<file path="config.mk">
export PLATFORM = sky130hd
export DESIGN_NAME = lane_deframer_config
export DESIGN_NICKNAME = d
export VERILOG_FILES = /design/src/rtl/deframer_cfg_pkg.sv /design/src/rtl/sample_stream_if.sv /design/src/rtl/lane_deframer_config.sv /design/src/rtl/sample_skid_buffer.sv
export SDC_FILE = /design/constraint.sdc
export NUM_CORES = 1
export LEC_CHECK = 0
export BUFFER_PORTS_ARGS = -buffer_cell sky130_fd_sc_hd__buf_2
export CORE_MARGIN = 2
export CORE_UTILIZATION = 55
export DETAILED_ROUTE_END_ITERATION = 12
export PLACE_DENSITY = 0.74
export SETUP_SLACK_MARGIN = 0.4
export SLEW_MARGIN = 20
export SYNTH_ARGS = -nofsm -noshare
export SYNTH_HDL_FRONTEND = slang
export SYNTH_HIERARCHICAL = 1
export SYNTH_SLANG_ARGS = --single-unit
</file>
<file path="constraint.sdc">
create_clock -name sys_clk -period 5.3 [get_ports sys_clk]
set_input_delay 0.265 -clock sys_clk [delete_from_list [all_inputs] [get_ports sys_clk]]
set_output_delay 0.265 -clock sys_clk [all_outputs]
set_load 0.02 [all_outputs]
</file>
<file path="src/rtl/deframer_cfg_pkg.sv">
// Constants for the lane deframer configuration and check logic
package deframer_cfg_pkg;

    // ****
    // Register offsets
    // ****
    localparam logic [14:0] ADDR_CHECK_FLAGS   = 15'h0030;
    localparam logic [14:0] ADDR_MF_DELAY      = 15'h0304;
    localparam logic [14:0] ADDR_LANE_CTRL     = 15'h0453;
    localparam logic [14:0] ADDR_OPF_M1        = 15'h0454;
    localparam logic [14:0] ADDR_MF_LEN        = 15'h0455;
    localparam logic [14:0] ADDR_CONV_CNT      = 15'h0456;
    localparam logic [14:0] ADDR_RESOLUTION    = 15'h0457;
    localparam logic [14:0] ADDR_PACKING       = 15'h0458;
    localparam logic [14:0] ADDR_VERSION       = 15'h0459;
    localparam logic [14:0] ADDR_DENSITY       = 15'h045a;
    localparam logic [14:0] ADDR_DESKEW_MASK   = 15'h046c;
    localparam logic [14:0] ADDR_OPF           = 15'h0476;
    localparam logic [14:0] ADDR_LANE_EN       = 15'h047d;

    // ****
    // Values after reset (mode 4, lanes off)
    // ****
    localparam logic [7:0] RST_MF_DELAY    = 8'h00;
    localparam logic [7:0] RST_LANE_CTRL   = 8'h03;
    localparam logic [7:0] RST_OPF_M1      = 8'h00;
    localparam logic [7:0] RST_MF_LEN      = 8'h1f;
    localparam logic [7:0] RST_CONV_CNT    = 8'h01;
    localparam logic [7:0] RST_RESOLUTION  = 8'h0f;
    localparam logic [7:0] RST_PACKING     = 8'h0f;
    localparam logic [7:0] RST_VERSION     = 8'h20;
    localparam logic [7:0] RST_DENSITY     = 8'h80;
    localparam logic [7:0] RST_DESKEW_MASK = 8'h00;
    localparam logic [7:0] RST_OPF         = 8'h01;
    localparam logic [7:0] RST_LANE_EN     = 8'h00;

    // ****
    // Field positions and values
    // ****
    localparam int          BIT_SCRAMBLE     = 7;
    localparam int          BIT_HD           = 7;
    localparam int          FLAG_DELAY       = 5;
    localparam int          FLAG_PARAM       = 4;
    localparam int          FLAG_COMBO       = 3;
    localparam int          FLAG_K           = 2;
    localparam int          FLAG_SUBCLASS    = 1;
    localparam logic [4:0]  K_M1_16          = 5'h0f;
    localparam logic [4:0]  K_M1_32          = 5'h1f;
    localparam logic [4:0]  RES_M1_16        = 5'h0f;
    localparam logic [2:0]  SUBCLASS_MAX     = 3'h1;
    localparam logic [2:0]  VERSION_B        = 3'h1;

    // ****
    // Serial port framing
    // ****
    localparam logic [4:0]  SPI_INSTR_BITS   = 5'h10;
    localparam logic [4:0]  SPI_FRAME_BITS   = 5'h18;

    typedef enum logic [3:0] {
        MODE_NONE = 4'b0000,
        MODE_4    = 4'b0100,
        MODE_5    = 4'b0101,
        MODE_6    = 4'b0110,
        MODE_7    = 4'b0111,
        MODE_9    = 4'b1001,
        MODE_10   = 4'b1010
    } link_mode_t;

endpackage

</file>
<file path="src/rtl/sample_stream_if.sv">
// Sample stream carrier between the deframer and its output buffer
`timescale 1ns/10ps
`default_nettype none
interface sample_stream_if;
    logic        valid;
    logic        ready;
    logic [31:0] data;
    logic        two;
    logic [1:0]  conv;

    modport src (output valid, output data, output two, output conv, input ready);
    modport snk (input valid, input data, input two, input conv, output ready);
endinterface
`default_nettype wire

</file>
<file path="src/rtl/lane_deframer_config.sv">
// Deframer configuration, checks and sample regrouping
// Overview of operation
// RULE1 - Link parameters steer octet regrouping into samples.
// RULE2 - Single link accepts modes 4 to 10 except 8.
// RULE3 - Flag bit 5: illegal multiframe clock delay.
// RULE4 - Flag bit 3: unsupported L, M, F, S combination.
// RULE5 - Flag bit 2: illegal frames per multiframe.
// RULE6 - Flag bit 1: illegal subclass version field.
// RULE7 - Capture only when configured, deskewed, then enabled.
// RULE8 - Deskew mask bit x deskews lane x; zero is unused.
// RULE9 - Enable bit x enables lane x, after the deskew mask.
// RULE10 - Lane control: bit 7 descrambles, bits 4:0 lanes less one.
// RULE11 - F less one and F registers must agree.
// RULE12 - Multiframe length holds K less one: 0x0F or 0x1F.
// RULE13 - Converter count holds M less one.
// RULE14 - Resolution: bits 7:6 zero, bits 4:0 0x0F.
// RULE15 - Packing: bits 7:5 subclass 0 or 1, bits 4:0 0xF.
// RULE16 - Version bits 7:5 one; bits 4:0 S less one.
// RULE17 - Density bit 7 is HD; bits 4:0 zero.
// RULE18 - Mode 4: L4, M2, S1, F1, K32, HD.
// RULE19 - Mode 5: L4, M2, S2, F2, no HD.
// RULE20 - Mode 6: L2, M2, S1, F2, mask 0x03.
// RULE21 - Four lanes need both masks 0x0F.
// RULE22 - K is 32 in modes 4 and 9.
// RULE23 - HD set exactly when F is one.
// RULE24 - Flags follow register contents, clearing once corrected.
`timescale 1ns/10ps
`default_nettype none
module lane_deframer_config
    import deframer_cfg_pkg::*;
(
    input  wire logic        sys_clk,
    input  wire logic        reset,
    input  wire logic        spi_csb_n,
    input  wire logic        spi_sclk,
    input  wire logic        spi_sdi,
    output logic             spi_sdo,
    output logic             spi_sdo_oe,
    input  wire logic [31:0] lane_octets,
    input  wire logic        lane_valid,
    output logic             lane_ready,
    output logic             sample_valid,
    input  wire logic        sample_ready,
    output logic [31:0]      sample_data,
    output logic             sample_two,
    output logic [1:0]       sample_conv,
    output logic             descramble_en,
    output logic             capture_en,
    output logic [3:0]       link_mode,
    output logic [7:0]       lanes_active
);

    // ****
    // Functions
    // ****
    function automatic link_mode_t mode_of(input logic [4:0] l_m1, input logic [7:0] m_m1,
                                           input logic [7:0] f_m1, input logic [4:0] s_m1);
        link_mode_t m;
        m = MODE_NONE;
        if      (l_m1 == 5'h03 && m_m1 == 8'h01 && f_m1 == 8'h00 && s_m1 == 5'h00) m = MODE_4;
        else if (l_m1 == 5'h03 && m_m1 == 8'h01 && f_m1 == 8'h01 && s_m1 == 5'h01) m = MODE_5;
        else if (l_m1 == 5'h01 && m_m1 == 8'h01 && f_m1 == 8'h01 && s_m1 == 5'h00) m = MODE_6;
        else if (l_m1 == 5'h00 && m_m1 == 8'h01 && f_m1 == 8'h03 && s_m1 == 5'h00) m = MODE_7;
        else if (l_m1 == 5'h01 && m_m1 == 8'h00 && f_m1 == 8'h00 && s_m1 == 5'h00) m = MODE_9;
        else if (l_m1 == 5'h00 && m_m1 == 8'h00 && f_m1 == 8'h01 && s_m1 == 5'h00) m = MODE_10;
        return m;
    endfunction

    function automatic logic [7:0] lane_mask(input logic [4:0] l_m1);
        logic [7:0] r;
        r = 8'h00;
        if      (l_m1 == 5'h00) r = 8'h01;
        else if (l_m1 == 5'h01) r = 8'h03;
        else if (l_m1 == 5'h03) r = 8'h0f;
        return r;
    endfunction

    function automatic logic conv_of(input logic [1:0] idx, input logic two_per);
        return two_per ? idx[1] : idx[0];
    endfunction

    // ****
    // Pin synchronisers
    // ****
    logic [2:0] pin_s1_r;
    logic [2:0] pin_s2_r;
    logic [2:0] pin_s3_r;
    logic [2:0] pin_r;
    wire  [2:0] pin_nxt = (pin_s2_r & pin_s3_r) | (pin_r & (pin_s2_r | pin_s3_r));

    always_ff @(posedge sys_clk) begin
        if (reset) begin
            pin_s1_r <= 3'h1;
            pin_s2_r <= 3'h1;
            pin_s3_r <= 3'h1;
            pin_r    <= 3'h1;
        end else begin
            pin_s1_r <= {spi_sdi, spi_sclk, spi_csb_n};
            pin_s2_r <= pin_s1_r;
            pin_s3_r <= pin_s2_r;
            pin_r    <= pin_nxt;
        end
    end

    wire sel      = ~pin_r[0];
    wire sclk_up  = sel && pin_nxt[1] && !pin_r[1];
    wire sclk_dn  = sel && !pin_nxt[1] && pin_r[1];

    // ****
    // Serial register port
    // ****
    logic [4:0]  bit_cnt_r;
    logic [15:0] instr_r;
    logic [7:0]  wdata_r;
    logic [7:0]  rshift_r;
    logic        sdo_oe_r;
    logic [7:0]  rd_val;

    wire  [15:0] instr_nxt = {instr_r[14:0], pin_nxt[2]};
    wire  [7:0]  wdata_nxt = {wdata_r[6:0], pin_nxt[2]};
    wire         is_read   = instr_r[15];
    wire  [14:0] addr      = instr_r[14:0];
    wire         wr_stb    = sclk_up && !is_read && bit_cnt_r == SPI_FRAME_BITS - 5'h01;
    wire         rd_load   = sclk_up && bit_cnt_r == SPI_INSTR_BITS - 5'h01 && instr_nxt[15];

    always_ff @(posedge sys_clk) begin
        if (reset || !sel) begin
            bit_cnt_r <= 5'h00;
            instr_r   <= 16'h0000;
            wdata_r   <= 8'h00;
            rshift_r  <= 8'h00;
            sdo_oe_r  <= 1'b0;
        end else begin
            if (sclk_up && bit_cnt_r < SPI_FRAME_BITS) begin
                bit_cnt_r <= bit_cnt_r + 5'h01;
                if (bit_cnt_r < SPI_INSTR_BITS) begin
                    instr_r <= instr_nxt;
                end else begin
                    wdata_r <= wdata_nxt;
                end
            end
            if (rd_load) begin
                sdo_oe_r <= 1'b1;
            end else if (sclk_dn && sdo_oe_r && bit_cnt_r == SPI_INSTR_BITS) begin
                rshift_r <= rd_val;
            end else if (sclk_dn && sdo_oe_r) begin
                rshift_r <= {rshift_r[6:0], 1'b0};
            end
            if (bit_cnt_r == SPI_FRAME_BITS && sclk_dn) begin
                sdo_oe_r <= 1'b0;
            end
        end
    end

    assign spi_sdo    = rshift_r[7];
    assign spi_sdo_oe = sdo_oe_r;

    // ****
    // Configuration registers
    // ****
    logic [7:0] mf_delay_r;
    logic [7:0] lane_ctrl_r;
    logic [7:0] opf_m1_r;
    logic [7:0] mf_len_r;
    logic [7:0] conv_cnt_r;
    logic [7:0] resolution_r;
    logic [7:0] packing_r;
    logic [7:0] version_r;
    logic [7:0] density_r;
    logic [7:0] deskew_mask_r;
    logic [7:0] opf_r;
    logic [7:0] lane_en_r;
    logic       en_after_deskew_r;
    wire  [7:0] wd = wdata_nxt;

    always_ff @(posedge sys_clk) begin
        if (reset) begin
            mf_delay_r        <= RST_MF_DELAY;
            lane_ctrl_r       <= RST_LANE_CTRL;
            opf_m1_r          <= RST_OPF_M1;
            mf_len_r          <= RST_MF_LEN;
            conv_cnt_r        <= RST_CONV_CNT;
            resolution_r      <= RST_RESOLUTION;
            packing_r         <= RST_PACKING;
            version_r         <= RST_VERSION;
            density_r         <= RST_DENSITY;
            deskew_mask_r     <= RST_DESKEW_MASK;
            opf_r             <= RST_OPF;
            lane_en_r         <= RST_LANE_EN;
            en_after_deskew_r <= 1'b0;
        end else if (wr_stb) begin
            if (addr == ADDR_MF_DELAY)    mf_delay_r   <= wd;
            if (addr == ADDR_LANE_CTRL)   lane_ctrl_r  <= wd; // see RULE10
            if (addr == ADDR_OPF_M1)      opf_m1_r     <= wd;
            if (addr == ADDR_MF_LEN)      mf_len_r     <= wd; // see RULE12
            if (addr == ADDR_CONV_CNT)    conv_cnt_r   <= wd; // see RULE13
            if (addr == ADDR_RESOLUTION)  resolution_r <= wd;
            if (addr == ADDR_PACKING)     packing_r    <= wd; // see RULE15
            if (addr == ADDR_VERSION)     version_r    <= wd; // see RULE16
            if (addr == ADDR_DENSITY)     density_r    <= wd; // see RULE17
            if (addr == ADDR_OPF)         opf_r        <= wd; // see RULE11
            if (addr == ADDR_DESKEW_MASK) begin
                deskew_mask_r     <= wd; // see RULE8
                en_after_deskew_r <= 1'b0;
            end
            if (addr == ADDR_LANE_EN) begin
                lane_en_r         <= wd; // see RULE9
                en_after_deskew_r <= 1'b1;
            end
        end
    end

    // ****
    // Configuration checks
    // ****
    wire [4:0] l_m1     = lane_ctrl_r[4:0];
    wire [4:0] k_m1     = mf_len_r[4:0];
    wire [4:0] s_m1     = version_r[4:0];
    wire       f_is_one = (opf_m1_r == 8'h00);
    link_mode_t mode;
    assign mode = mode_of(l_m1, conv_cnt_r, opf_m1_r, s_m1); // see RULE2, RULE18, RULE19, RULE20

    wire flag_combo    = (mode == MODE_NONE); // see RULE4
    wire flag_k        = !(k_m1 == K_M1_16 || k_m1 == K_M1_32)
                         || (f_is_one && k_m1 != K_M1_32); // see RULE5, RULE22
    wire flag_subclass = packing_r[7:5] > SUBCLASS_MAX; // see RULE6
    wire flag_delay    = mf_delay_r > {3'h0, k_m1}; // see RULE3
    wire flag_param    = (opf_r != opf_m1_r + 8'h01) // see RULE11
                         || resolution_r[4:0] != RES_M1_16 || resolution_r[7:6] != 2'h0 // see RULE14
                         || packing_r[4:0] != RES_M1_16
                         || version_r[7:5] != VERSION_B
                         || density_r[4:0] != 5'h00 // see RULE17
                         || density_r[BIT_HD] != f_is_one; // see RULE23

    // Pure decode of registers
    wire [7:0] check_flags = 8'h00 // see RULE24
                             | (8'(flag_delay)    << FLAG_DELAY)
                             | (8'(flag_param)    << FLAG_PARAM)
                             | (8'(flag_combo)    << FLAG_COMBO)
                             | (8'(flag_k)        << FLAG_K)
                             | (8'(flag_subclass) << FLAG_SUBCLASS);

    wire [7:0] need_mask = lane_mask(l_m1);
    wire       lanes_ok  = (deskew_mask_r == need_mask) && (lane_en_r == deskew_mask_r); // see RULE21
    assign capture_en    = (check_flags == 8'h00) && lanes_ok && en_after_deskew_r; // see RULE7
    assign descramble_en = lane_ctrl_r[BIT_SCRAMBLE]; // see RULE10
    assign link_mode     = mode;
    assign lanes_active  = capture_en ? lane_en_r : 8'h00; // see RULE9

    // ****
    // Register readback
    // ****
    always_comb begin
        unique case (addr)
            ADDR_CHECK_FLAGS:  rd_val = check_flags;
            ADDR_MF_DELAY:     rd_val = mf_delay_r;
            ADDR_LANE_CTRL:    rd_val = lane_ctrl_r;
            ADDR_OPF_M1:       rd_val = opf_m1_r;
            ADDR_MF_LEN:       rd_val = mf_len_r;
            ADDR_CONV_CNT:     rd_val = conv_cnt_r;
            ADDR_RESOLUTION:   rd_val = resolution_r;
            ADDR_PACKING:      rd_val = packing_r;
            ADDR_VERSION:      rd_val = version_r;
            ADDR_DENSITY:      rd_val = density_r;
            ADDR_DESKEW_MASK:  rd_val = deskew_mask_r;
            ADDR_OPF:          rd_val = opf_r;
            ADDR_LANE_EN:      rd_val = lane_en_r;
            default:           rd_val = 8'h00;
        endcase
    end

    // ****
    // Sample regrouping
    // ****
    sample_stream_if stream ();

    logic       half_r;
    logic [7:0] hold_r;
    logic [1:0] idx_r;

    wire       four_lane = (l_m1 == 5'h03);
    wire       one_lane  = (l_m1 == 5'h00);
    wire       two_per   = (s_m1 == 5'h01);
    wire [1:0] ms_m1     = {conv_cnt_r[0], s_m1[0]} == 2'b11 ? 2'h3 :
                           (conv_cnt_r[0] | s_m1[0]) ? 2'h1 : 2'h0;
    wire       beat      = lane_valid && lane_ready;
    wire [1:0] idx_b     = (idx_r == ms_m1) ? 2'h0 : idx_r + 2'h1;
    wire [1:0] step      = four_lane ? 2'h2 : 2'h1;
    wire [1:0] idx_sum   = idx_r + step;
    wire [1:0] idx_nxt   = (ms_m1 == 2'h0) ? 2'h0 : (idx_sum & ms_m1);

    assign lane_ready   = capture_en && stream.ready; // see RULE7
    assign stream.valid = capture_en && lane_valid && (!one_lane || half_r);
    assign stream.two   = four_lane;
    assign stream.conv  = {conv_of(idx_b, two_per), conv_of(idx_r, two_per)}; // see RULE1
    assign stream.data  = one_lane  ? {16'h0000, hold_r, lane_octets[7:0]} :
                          four_lane ? {lane_octets[23:16], lane_octets[31:24],
                                       lane_octets[7:0], lane_octets[15:8]} :
                                      {16'h0000, lane_octets[7:0], lane_octets[15:8]}; // see RULE1

    always_ff @(posedge sys_clk) begin
        if (reset || !capture_en) begin
            half_r <= 1'b0;
            hold_r <= 8'h00;
            idx_r  <= 2'h0;
        end else if (beat) begin
            if (one_lane && !half_r) begin
                half_r <= 1'b1;
                hold_r <= lane_octets[7:0];
            end else begin
                half_r <= 1'b0;
                idx_r  <= idx_nxt;
            end
        end
    end

    sample_skid_buffer u_buf (
        .sys_clk   (sys_clk),
        .reset     (reset),
        .in_s      (stream.snk),
        .out_valid (sample_valid),
        .out_ready (sample_ready),
        .out_data  (sample_data),
        .out_two   (sample_two),
        .out_conv  (sample_conv)
    );

endmodule
`default_nettype wire

</file>
<file path="src/rtl/sample_skid_buffer.sv">
// Two-entry sample buffer toward the converters
`timescale 1ns/10ps
`default_nettype none
module sample_skid_buffer
    import deframer_cfg_pkg::*;
(
    input  wire logic        sys_clk,
    input  wire logic        reset,
    sample_stream_if.snk     in_s,
    output logic             out_valid,
    input  wire logic        out_ready,
    output logic [31:0]      out_data,
    output logic             out_two,
    output logic [1:0]       out_conv
);
    logic [34:0] mem_r [2];
    logic        wr_ptr_r;
    logic        rd_ptr_r;
    logic [1:0]  count_r;
    wire         push = in_s.valid && in_s.ready;
    wire         pop  = out_valid && out_ready;

    assign in_s.ready = (count_r != 2'h2);
    assign out_valid  = (count_r != 2'h0);
    assign out_data   = mem_r[rd_ptr_r][31:0];
    assign out_two    = mem_r[rd_ptr_r][32];
    assign out_conv   = mem_r[rd_ptr_r][34:33];

    always_ff @(posedge sys_clk) begin
        if (reset) begin
            wr_ptr_r <= 1'b0;
            rd_ptr_r <= 1'b0;
            count_r  <= 2'h0;
            mem_r[0] <= '0;
            mem_r[1] <= '0;
        end else begin
            if (push) begin
                mem_r[wr_ptr_r] <= {in_s.conv, in_s.two, in_s.data};
                wr_ptr_r        <= ~wr_ptr_r;
            end
            if (pop) begin
                rd_ptr_r <= ~rd_ptr_r;
            end
            count_r <= count_r + {1'b0, push} - {1'b0, pop};
        end
    end
endmodule
`default_nettype wire

</file>
# After elaboration in Yosys (flattened, before gate mapping)
# Memory sizes are Yosys's and may differ from the RTL's. A register that Yosys moved wholly into a read port is not among the register bits.
# Cells that the tools add are included.
totals:
  register_bits: 161
  ram_bits: 70
  input_bits: 39
  output_inout_bits: 53
  elab_cells: 216
  mem_count: 1
classes:
  add_sub_neg: 6
  order_cmp: 4
  eq_ne: 36
  n_mux: 35
  bitwise: 16
  n_reduce_logical: 90
memory_table:
  columns: ["memory", "depth", "width", "rd", "rd_ports_with_merged_regs", "wr", "line", "text"]
  rows:
  - ["u_buf.mem_r", 2, 35, 1, 1, 2, "sample_skid_buffer.sv:16", "logic [34:0] mem_r [2];"]
op_table:
  columns: ["op", "count"]
  rows:
  - ["15-bit by 11-bit == test with 1-bit output, second input constant", 11]
  - ["8-bit one-hot mux with 13 select lines", 1]
  - ["32-bit 2-to-1 mux", 2]
  - ["1-bit logical AND", 40]
  - ["4-bit 2-to-1 mux", 9]
  - ["2-bit AND reduction", 18]
  - ["35-bit 2-to-1 mux", 1]
  - ["35-bit OR reduction", 1]
  - ["8-bit zero test", 3]
  - ["8-bit 2-to-1 mux", 3]
  - ["5-bit == test, second input constant", 4]
  - ["8-bit by 1-bit == test with 1-bit output, second input constant", 2]
  - ["8-bit == test", 2]
  - ["15-bit by 10-bit == test with 1-bit output, second input constant", 1]
  - ["15-bit by 6-bit == test with 1-bit output, second input constant", 1]
  - ["1-bit 2-to-1 mux", 15]
  - ["1-bit logical OR", 11]
  - ["5-bit by 1-bit == test with 1-bit output, second input constant", 2]
  - ["5-bit by 4-bit == test with 1-bit output, second input constant", 2]
  - ["5-bit zero test", 2]
  - ["5-bit < comparator, second input constant", 2]
  - ["5-bit by 4-bit inequality test with 1-bit output, second input constant", 2]
  - ["8-bit by 1-bit adder with 8-bit output, second input constant", 1]
  - ["8-bit by 2-bit == test with 1-bit output, second input constant", 1]
  - ["31 further kinds", 50]

# Longest topological paths before layout
# Gate-level depths: netlist of run 1.
logic_depth:
  depth_word: 25
  depth_mapped: 16
  depth_no_buf: 15

# Cells and area by module
# Netlist of run 1, hierarchy kept.
by_module_without_submodules:
  columns: ["module", "instances", "cells_each", "area_each_um2", "seq_area_each_um2"]
  rows:
  - ["lane_deframer_config", 1, 1030, 8012.7, 3143.0]
  - ["sample_skid_buffer", 1, 251, 3357.0, 2202.1]

# Least setup slack after synthesis of run 1
# OpenSTA, ideal clock, no wires.
synth_path:
  path_kind: "flip-flop to flip-flop"
  from: "register packing_r[6]"
  to: "memory u_buf.mem_r[0][0] (enable)"
  setup_ns: 0.398
  t_arrival_ns: 3.623
  required_time_ns: 4.902
  slack_ns: 1.279
  stages_incl_launch_ff: 10
  path_buffers: 1
  path_cell_list: "dfxtp_1 or2_2 or3b_2 or4_1 a2111oi_0 and3_1 buf_2 and3b_1 nand3b_4 nand2b_1"
synth_rtl:
  columns: ["item", "line", "text"]
  rows:
  - ["start: declaration", "lane_deframer_config.sv:167", "logic [7:0] packing_r;"]
  - ["start signal: assignment", "lane_deframer_config.sv:198", "if (addr == ADDR_PACKING) packing_r <= wd;"]
  - ["end: declaration", "sample_skid_buffer.sv:16", null]

==> results of run 1 <==
[cell usage after synthesis, drive strengths merged (3+ instances only)]
cell type and count:
a21oi 114, or2 8, nand2 225, xor2 6
a21o 3, mux2i 18, nor3 27, edfxtp 70
o21a 4, inv 16, and2 34, a22o 5
o211ai 3, nor2 150, a31oi 4, xnor2 15
nor4b 3, nor2b 15, nor3b 3, clkbuf 61
nand2b 46, and3 10, a211o 14, a22oi 13
a221oi 7, buf 25, or4 4, nand4 13
ha 14, mux2 52, or3 5, nand3 43
o21ai 12, dfxtp 162, o22ai 3, a211oi 5
nor4 16, a222oi 13, nand3b 9
[final cells by class]
type,instances,area (um^2),share of cell area (%)
timing repair buffer,103,566,4.47
clock inverter,12,88.8,0.702
sequential,232,5350,42.2
clock buffer,34,681,5.38
multi-input combinational,950,5580,44.1
inverter,16,60.1,0.474
tap,270,338,2.67
[registers in the layout, summed over array words and instances (netlist names), 3 cells and up, named ones only]
signal and cells:
opf_r 8, rshift_r 8, pin_s3_r 3, lane_ctrl_r 8, packing_r 8, resolution_r 8, conv_cnt_r 8, pin_r 3
pin_s1_r 3, lane_en_r 8, instr_r 16, bit_cnt_r 5, wdata_r 7, deskew_mask_r 8, version_r 8, u_buf/mem_r 70
mf_len_r 8, mf_delay_r 8, opf_m1_r 8, pin_s2_r 3, hold_r 8, density_r 8
[timing repair]
item	in CTS	in global routing
hold endpoints to repair	3	0
hold buffers	3	0
endpoints found under the setup margin	0	0
gates resized for setup	0	0
setup buffers	0	0
[per-stage QoR]
stage | setup slack [ns] | instance area [um^2] | hold WS [ns]
6_report | 0.944 | 12700 | 0.0213
5_1_grt | 0.575 | 12700 | 0.0185
4_1_cts | 0.990 | 12700 | 0.00133
3_5_place_dp | 1.01 | 11900 | 0.400
3_3_place_gp | 1.10 | 11900 | 0.393
2_1_floorplan | 1.28 | 11400 | 0.369
[layout by cell type (no fill, tap or decap), types with 32 or more instances in the layout]
cell,count
a21oi_1,114
edfxtp_1,70
buf_2,86
nor2_1,150
dfxtp_1,162
nand2b_1,46
and2_1,32
nand2_1,225
mux2_2,52
nand3_1,42
[path summary, 6_finish.rpt]
path / from / to / slack (ns)
setup / recovery: lane_ctrl_r[2] / u_buf/mem_r[0][27] / 0.94
setup reg to reg: lane_ctrl_r[2] / u_buf/mem_r[0][27] / 0.94
hold reg to reg: pin_s1_r[0] / pin_s2_r[0] / 0.42
hold / removal: lane_octets[0] / hold_r[0] / 0.02
[kinds of logic (layout without fill, tap and decap cells)]
logic type,Yosys count,after routing,share of synthesized area (%)
and+or+nand+nor,624,624,26.4
DFF,232,232,47.0
AOI/OAI and AO/OA,217,217,12.5
buffers and inverters,102,165,4.14
muxes,70,70,6.73
xor gates and xnor gates,21,21,1.62
adders and majority gates,14,14,1.54
other,1,4,0.0330
[metal layers]
metal  GRT usage (%)  vias to the layer above  share of wire, %
met5               0                        -                 0
met4            10.2                        0               3.7
met3            4.97                       86               8.9
met2            44.7                      435                46
met1            36.6                     4486                42
li1                -                     4583                 -
[critical path, cell delays in order (launching register included)]
cell,delay (ns)
dfxtp_1,0.34
nor3_1,0.35
and3_1,0.20
buf_4,0.25
inv_1,0.13
mux2i_1,0.15
or4_1,0.41
a2111oi_0,0.40
and3_1,0.34
and3b_1,0.34
nand3b_4,0.42
nand2b_1,0.20
buf_4,0.44
[power by group]
group          switching (uW)  internal (uW)
Sequential               5.50           1850
Clock                     704            948
Combinational            68.8           44.2
Total                     778           2840
==> metrics.txt, run 1 <==
Hold WC Path Type=in2reg; final period demand of the worst path=4.36 ns; P&R area growth vs syn=11.3%; layout cells sized above 1=15.8%; ant diodes=0; post-synth top area share=28.5%; CTS root buffer=clkbuf_16; largest area contributor in the netlist=dfxtp_1; # setup viols final=0; Yosys warning total=6; CP Capture Type=flop; setup TNS=0 ns; critical path required time=5.47 ns; DIE HEIGHT=148 um; WS Path Type=reg2reg; Finished Layout Cells=1617; Cell Rows=52; vias per cell=5.93; synthesis-stage register bit count=232; total chip power=3620 uW; initial antenna violation count=0; syn avg cell area=8.88 um^2; r2r worst-path depth=12; cts bufs inserted=25; TritonRoute pass-1 iters=7; Pins Over Slew Limit=0; Final Cycle Share=between 80 and 90%; Starting Density=56.2%; critical path arrival=4.52 ns; Util after Layout=62.6%; distinct cell type count after synthesis=73; gr ovfl total=0; Static Leak=~0.0046 uW; Final Skew=0.0158 ns; Port Buffer Count=between 80 and 90; starting DRC count in detailed routing=873; boundary pin count=between 90 and 100; # fillers=1722; outcome=finished, final reports clean; area of the die=0.0218 mm^2; first-pass GRT wire length=47700 um; Clock Latency Late Sink=0.53 ns; via count=9590; maximum vdd ir drop=around 0.0002 V; WL per Instance=18.8 um; clk slew on worst S/H paths=0.06 ns; CTS H-tree depth=1; Worst-Margin Slew=1.17 ns; Rel. slew slack=around 22%; CTS tree=yes; HPWL Detailed=~21000 um; synth top area cells=dfxtp_1, edfxtp_1, nand2_1; Max Cap Viol=0; Die Wd=148 um; startpoint types=flop; Mapped Cells=between 1000 and 1500; Detail Route Antenna Nets=0; EDFF count, synth=70; Mapped Area=between 0.01 and 0.015 mm^2; CP max FO=37; core box area=0.0202 mm^2; CTS Buffer Depth=3; GRT Total Usage=27.4%; pin count of the biggest net entering global routing=80; # nets final=1381; top_reg_cell synth=dfxtp_1; FMAX=0.230 GHz; vias in the first global route=~8900; hold depth=3; RSZ-0062 raised after global routing=no; final hold viol count=0; # clock sinks=approximately 230; Power per Cell Area=286 mW/mm^2; Synth async-reset ratio=0%; Final Routed Wirelength=30500 um; dpl cells=1568; DRC=0; gp weighted congestion=around 1; sequential share of the synthesized area=47.0%
(Power assumes the default switching activity.)
==> inputs of run 2 (changes only) <==
Clock period 5.3 ns to 4.1 ns, I/O delays scaled along.
==> metrics.txt, run 2 (synthesis gave the netlist of run 1 again) <==
commonest cells after routing, fill and taps aside=nand2_1, dfxtp_1, nor2_1; worst slack, placed=0.403 ns (-0.603 ns); RSZ-0062 raised after global routing=no; Static Leak=0.00471 uW (+1.9%); HPWL Detailed=20400 um (-1.8%); CTS tree=yes; slowest cell delay on critical path=0.55 ns (+0.11 ns); dpl cells=1575 (+0.45%); crit-path cells=or2_2, or3b_2, or4_1, a2111oi_2, and3_1, and3b_2, nand2_1, ha_1, inv_1, ha_1, xor2_1, and2_1, nor3_1; vias in the first global route=8862 (+0.090%); fin worst setup slack=0.582 ns (-0.362 ns); CTS root buffer=clkbuf_16; P&R area growth vs syn=13.2%; CTS H-tree depth=1 (unchanged); # nets final=1397 (+1.2%); Comb pwr share=3.3% (+0.2 points); Psw=1020 uW (+32%); most numerous cell on the critical path=ha_1; layout cells sized above 1=16.7% (+0.85 points); CP Capture Type=flop; # setup viols final=0 (unchanged); Final Cycle Share=85.8% (+3.6 points); cts bufs inserted=25 (unchanged); gp weighted congestion=0.983 (-4.5%); pin count of the biggest net entering global routing=68 (-15%); WS Path Type=reg2reg; Final Skew=0.0129 ns (-0.00294 ns); critical path required time=4.54 ns (-0.93 ns); Largest register FFs=70 (unchanged); startpoint types=flop; core box area=0.0202 mm^2 (unchanged); Cell Rows=52 (unchanged); Worst-Margin Slew=1.00 ns (-0.163 ns); ant diodes=0 (unchanged); # clock sinks=232 (unchanged); final hold viol count=0 (unchanged); DRC=0 (unchanged); GRT Total Usage=27.3% (-0.10 points); Max Cap Viol=0 (unchanged); via count=9832 (+2.5%); initial antenna violation count=0 (unchanged); maximum vdd ir drop=0.000328 V (+64%); clk slew on worst S/H paths=0.06 ns (about the same); Pins Over Slew Limit=0 (unchanged); CP max stage cell=or4_1; DIE HEIGHT=148 um (unchanged); Seq pwr share=50.2% (-1.0 points); Largest Register=u_buf/mem_r; Sw Share=21.5% (about the same); WL per Instance=18.8 um (-0.47%); Pint=3740 uW (+32%); Regs by FF count=u_buf/mem_r x70, instr_r x16; CTS Buffer Depth=3 (unchanged); FMAX=0.284 GHz (+24%); Clock Latency Late Sink=0.53 ns (about the same); Detail Route Antenna Nets=0 (unchanged); Port Buffer Count=87 (unchanged); critical path arrival=3.96 ns (-0.56 ns); Power per Cell Area=370 mW/mm^2 (+30%); TritonRoute pass-1 iters=7 (unchanged); gr ovfl total=0 (unchanged); total chip power=4760 uW (+32%); area of the die=0.0218 mm^2 (unchanged); Hold WC Path Type=in2reg; starting DRC count in detailed routing=1049 (+20%); most common cell after layout, fill and taps aside=nand2_1; Final Routed Wirelength=30600 um (+0.46%); boundary pin count=92 (unchanged); Rel. slew slack=32.4% (+11 points); clock network fraction of total power=46.5% (+0.8 points); CP max FO=4 (-89%); final period demand of the worst path=3.52 ns (-0.838 ns); Die Wd=148 um (unchanged); Starting Density=56.2% (unchanged); outcome=finished, final reports clean; setup TNS=0 ns (unchanged); vias per cell=6.02 (+1.6%); Finished Layout Cells=1632 (+0.93%); first-pass GRT wire length=47600 um (about the same)
## run 2: cell count changes in the layout (fill, tap and decap cells not counted), sizes merged
cell	before	now
buf	100	109
dlygate4sd3	3	10
clkinv	10	7
clkinvlp	0	2
bufinv	1	2
inv	17	16
## run 2: area by class of cell
type                            instances  area (um^2)
Clock inverter                         11          119
Clock buffer                           34          679
Multi-Input combinational cell        950         5610
Tap cell                              270          338
Inverter                               16         60.1
Timing Repair Buffer                  119          728
Fill cell                            1689         7360
Sequential cell                       232         5350
## run 2: repair_timing
action	4_1_cts	5_1_grt
setup buffers	0	2
hold buffers	10	0
hold endpoints to repair	10	0
setup endpoints to repair	1	2
pin swaps	0	0
resized for setup	1	5
## run 2: path summary, 6_finish.rpt
| check | slack, ns | from | cells past startpoint | endpoint |
|---|---|---|---|---|
| worst max-delay path | 0.58 | packing_r[6] | 13 | u_buf/count_r[1] |
| worst min-delay path | 0.02 | lane_octets[0] | 3 | hold_r[0] |
| worst max register to register | 0.58 | packing_r[6] | 13 | u_buf/count_r[1] |
| worst min register to register | 0.43 | pin_s1_r[0] | 1 | pin_s2_r[0] |
## run 2: worst max-delay path: cells and delay by family, from the launching register on
family / cells / cell delay, ns
flip-flops: 1 / 0.32
AND/OR/NAND/NOR: 8 / 2.10
adder cells (fa/ha/maj): 2 / 0.47
buffers and inverters: 1 / 0.04
AO/OA/AOI/OAI: 1 / 0.35
XOR/XNOR: 1 / 0.15
## run 2: stage by stage
| stage | utilization, % | hold slack, ns | area (um^2) |
|---|---|---|---|
| 3_5_place_dp | 59.0 | 0.395 | 11900 |
| 2_1_floorplan | - | 0.309 | 11400 |
| 4_1_cts | 63.4 | 0.000747 | 12800 |
| 6_report | 63.6 | 0.0223 | 12900 |
| 3_3_place_gp | 59.0 | 0.388 | 11900 |
| 5_1_grt | 63.6 | 0.0190 | 12900 |
## run 2: power groups by stage
stage	sequential (uW)	combinational, uW	clock (uW)
6_report	2390	157	2210
5_1_grt	2390	169	2330
4_1_cts	2390	156	2240
3_5_place_dp	2440	148	0
3_3_place_gp	2440	147	0
2_1_floorplan	2440	96.1	0
## run 2: metal layers
| layer | GRT usage (%) | share of wire, % | wire length, um | vias to the layer above |
|---|---|---|---|---|
| met1 | 36.8 | 41 | 12500 | 4623 |
| met2 | 44.6 | 46 | 14000 | 484 |
| met4 | 10.5 | 4.8 | 1460 | 0 |
| met3 | 4.20 | 8.7 | 2660 | 110 |
| li1 | - | - | - | 4615 |
| met5 | 0 | 0 | 0 | - |
==> inputs of run 3 (changes only) <==
Settings changed: ABC_AREA set to 1, CORE_MARGIN 2 to 5, CTS_CLUSTER_DIAMETER set to 120.
==> metrics.txt, run 3 <==
outcome=finished, final reports clean; DRC=0 (unchanged); largest area contributor in the netlist=dfxtp_1; startpoint types=flop; Reg-to-Reg End=u_buf/count_r[1]; sequential share of the synthesized area=45.7% (-1.3 points); Final Skew=0.0252 ns (+0.0123 ns); P&R area growth vs syn=12.4%; CTS H-tree depth=1 (unchanged); Yosys warning total=6 (unchanged); Power per Cell Area=387 mW/mm^2 (+4.7%); pin count of the biggest net entering global routing=70 (+2.9%); ant diodes=0 (unchanged); CTS tree=yes; vias in the first global route=9756 (+10%); Starting Density=55.8% (-0.43 points); worst slack, placed=0.570 ns (+0.167 ns); Worst-Margin Slew=1.12 ns (+0.117 ns); EDFF count, synth=70 (unchanged); Hold WC Path Type=in2reg; critical path required time=4.51 ns (-0.03 ns); Psw=1160 uW (+13%); CP Capture Type=flop; Final Routed Wirelength=33100 um (+8.2%); initial antenna violation count=0 (unchanged); synth top area cells=dfxtp_1, edfxtp_1, nand2_1; core box area=0.0210 mm^2 (+3.6%); critical path arrival=3.68 ns (-0.28 ns); Sw Share=22.8% (+1.3 points); top-count cell post-synth=nand2_1; Pint=3930 uW (+5.0%); gr ovfl total=0 (unchanged); Detail Route Antenna Nets=0 (unchanged); Die Wd=156 um (+5.4%); synthesis-stage register bit count=232 (unchanged); GR met3 Demand/Resource=4.19% (-0.0089 points); CP max stage cell=dfxtp_1; Clock Latency Late Sink=0.55 ns (+0.02 ns); met2 Use GR=43.7% (-0.89 points); top_reg_cell synth=dfxtp_1; slowest cell delay on critical path=0.44 ns (-0.11 ns); TritonRoute pass-1 iters=7 (unchanged); vias per cell=5.57 (-7.5%); Mapped Cells=1511 (+18%); Worst R2R Start=opf_m1_r[0]; # setup viols final=0 (unchanged); crit path launch=opf_m1_r[0]; gp weighted congestion=1.03 (+4.8%); WS Path Type=reg2reg; Reg2Reg Setup Slack=0.83 ns (+0.25 ns); CTS root buffer=clkbuf_16; Port Buffer Count=87 (unchanged); WL per Instance=17.6 um (-6.3%); maximum vdd ir drop=0.000316 V (-3.9%); WP depth=20 (+7); r2r worst-path depth=20 (+7); Finished Layout Cells=1885 (+16%); FMAX=0.306 GHz (+7.7%); # nets final=1644 (+18%); Largest Register=u_buf/mem_r; Critical Path Sink=u_buf/count_r[1]; final period demand of the worst path=3.27 ns (-0.251 ns); DIE HEIGHT=156 um (+5.4%); setup TNS=0 ns (unchanged); Largest register FFs=70 (unchanged); syn avg cell area=7.73 um^2 (-13%); Synth top cells by count=nand2_1, nor2_1, inv_1; # clock sinks=232 (unchanged); boundary pin count=92 (unchanged); first-pass GRT wire length=51600 um (+8.4%); WP buf/inv=4 (+3); Hold WS=0.0285 ns (+0.00613 ns); Mapped Area=0.0117 mm^2 (+2.8%); Synth async-reset ratio=0% (unchanged); Seq pwr share=47.6% (-2.6 points); post-synth top area share=27.8% (-0.77 points); Cell Rows=53 (+1.9%); cts bufs inserted=25 (unchanged); dpl cells=1835 (+17%); GRT Total Usage=26.7% (-0.64 points); area of the die=0.0243 mm^2 (+11%); clock network fraction of total power=45.9% (-0.6 points); layout cells sized above 1=14.6% (-2.1 points); Regs by FF count=u_buf/mem_r x70, instr_r x16; peak-usage layer in the global routing report=met2; starting DRC count in detailed routing=824 (-21%); Rel. slew slack=25.3% (-7.2 points); CTS Buffer Depth=3 (unchanged); clk slew on worst S/H paths=0.06 ns (about the same); Comb pwr share=6.5% (+3.2 points); Top delay family on crit path=simple AND/OR/NAND/NOR gates; met1 Use GR=34.9% (-1.9 points); fin worst setup slack=0.833 ns (+0.251 ns); most common cell after layout, fill and taps aside=nand2_1; distinct cell type count after synthesis=46 (-37%); via count=10500 (+6.9%); Final Cycle Share=79.7% (-6.1 points); RSZ-0062 raised after global routing=no; final hold viol count=0 (unchanged); commonest cells after routing, fill and taps aside=nand2_1, nor2_1, inv_1; Pins Over Slew Limit=0 (unchanged); CP max FO=8 (+4); crit-path cells=inv_1, ha_1, xnor2_1, nand2_1, nor2_1, nand2_1, nor2_1, nand2_1, nor2_1, nand3_4, nor2_4, a21boi_0, inv_1, ha_1, inv_1, ha_1, inv_1, nand2_1, a21oi_1, nor2_1; Max Cap Viol=0 (unchanged); Static Leak=0.00571 uW (+21%); HPWL Detailed=23800 um (+17%)
run 3: cell families after synthesis:
group / synth area share (%)
xor gates and xnor gates: 0.675
AOI/OAI and AO/OA: 14.4
buffers and inverters: 9.56
DFF: 45.7
muxes: 3.37
other: 0.0321
and+or+nand+nor: 24.7
adders and majority gates: 1.50
run 3: worst min path at each step:
stage / start / end / slack, ns / cells after the start
global placement: pin_s1_r[1] / pin_s2_r[1] / 0.39 / 2
global route: lane_octets[5] / hold_r[5] / 0.07 / 5
floorplan: reset / u_buf/count_r[0] / 0.28 / 1
CTS: lane_octets[7] / hold_r[7] / 0.02 / 5
detailed placement: spi_csb_n / pin_s1_r[0] / 0.39 / 2
finish: lane_octets[7] / hold_r[7] / 0.03 / 5
run 3: through the flow:
stage               area [um^2]  utilization, %  total power [uW]
finish                    13100            62.7              5090
CTS                       13100            62.6              5120
floorplan                 11700               -              2710
global route              13100            62.7              5260
detailed placement        12200            58.4              2800
global placement          12200            58.4              2790
run 3: power by group through the flow:
stage                     combinational [uW]  sequential [uW]  clock [uW]
after floorplan                          244             2470           0
after global placement                   324             2470           0
after detailed placement                 325             2470           0
after CTS                                332             2420        2360
after global routing                     357             2420        2480
final                                    329             2420        2340
run 3: cell type report:
type	count	area, um^2
clock buffers	31	658
multi-input cells	1019	5250
well taps	275	344
clock inverters	15	191
inverters	212	800
fillers	1928	7820
flip-flops and latches	232	5350
repair buffers	101	551
run 3: repair_timing:
item	in CTS	in global routing
endpoints found under the hold margin	5	0
setup buffers	0	0
setup endpoints to repair	0	2
gates resized for setup	0	4
hold buffers	4	0
run 3: metal layers:
layer	part of all wire, %	routed length [um]
met2	46	15200
met1	40	13400
met3	8.5	2820
met5	0	0
met4	5.2	1730
run 3: tightest hold or removal path, delay by kind of cell:
kind / cells / cell delay (ns)
buffers and inverters: 2 / 0.13
and+or+nand+nor: 3 / 0.20
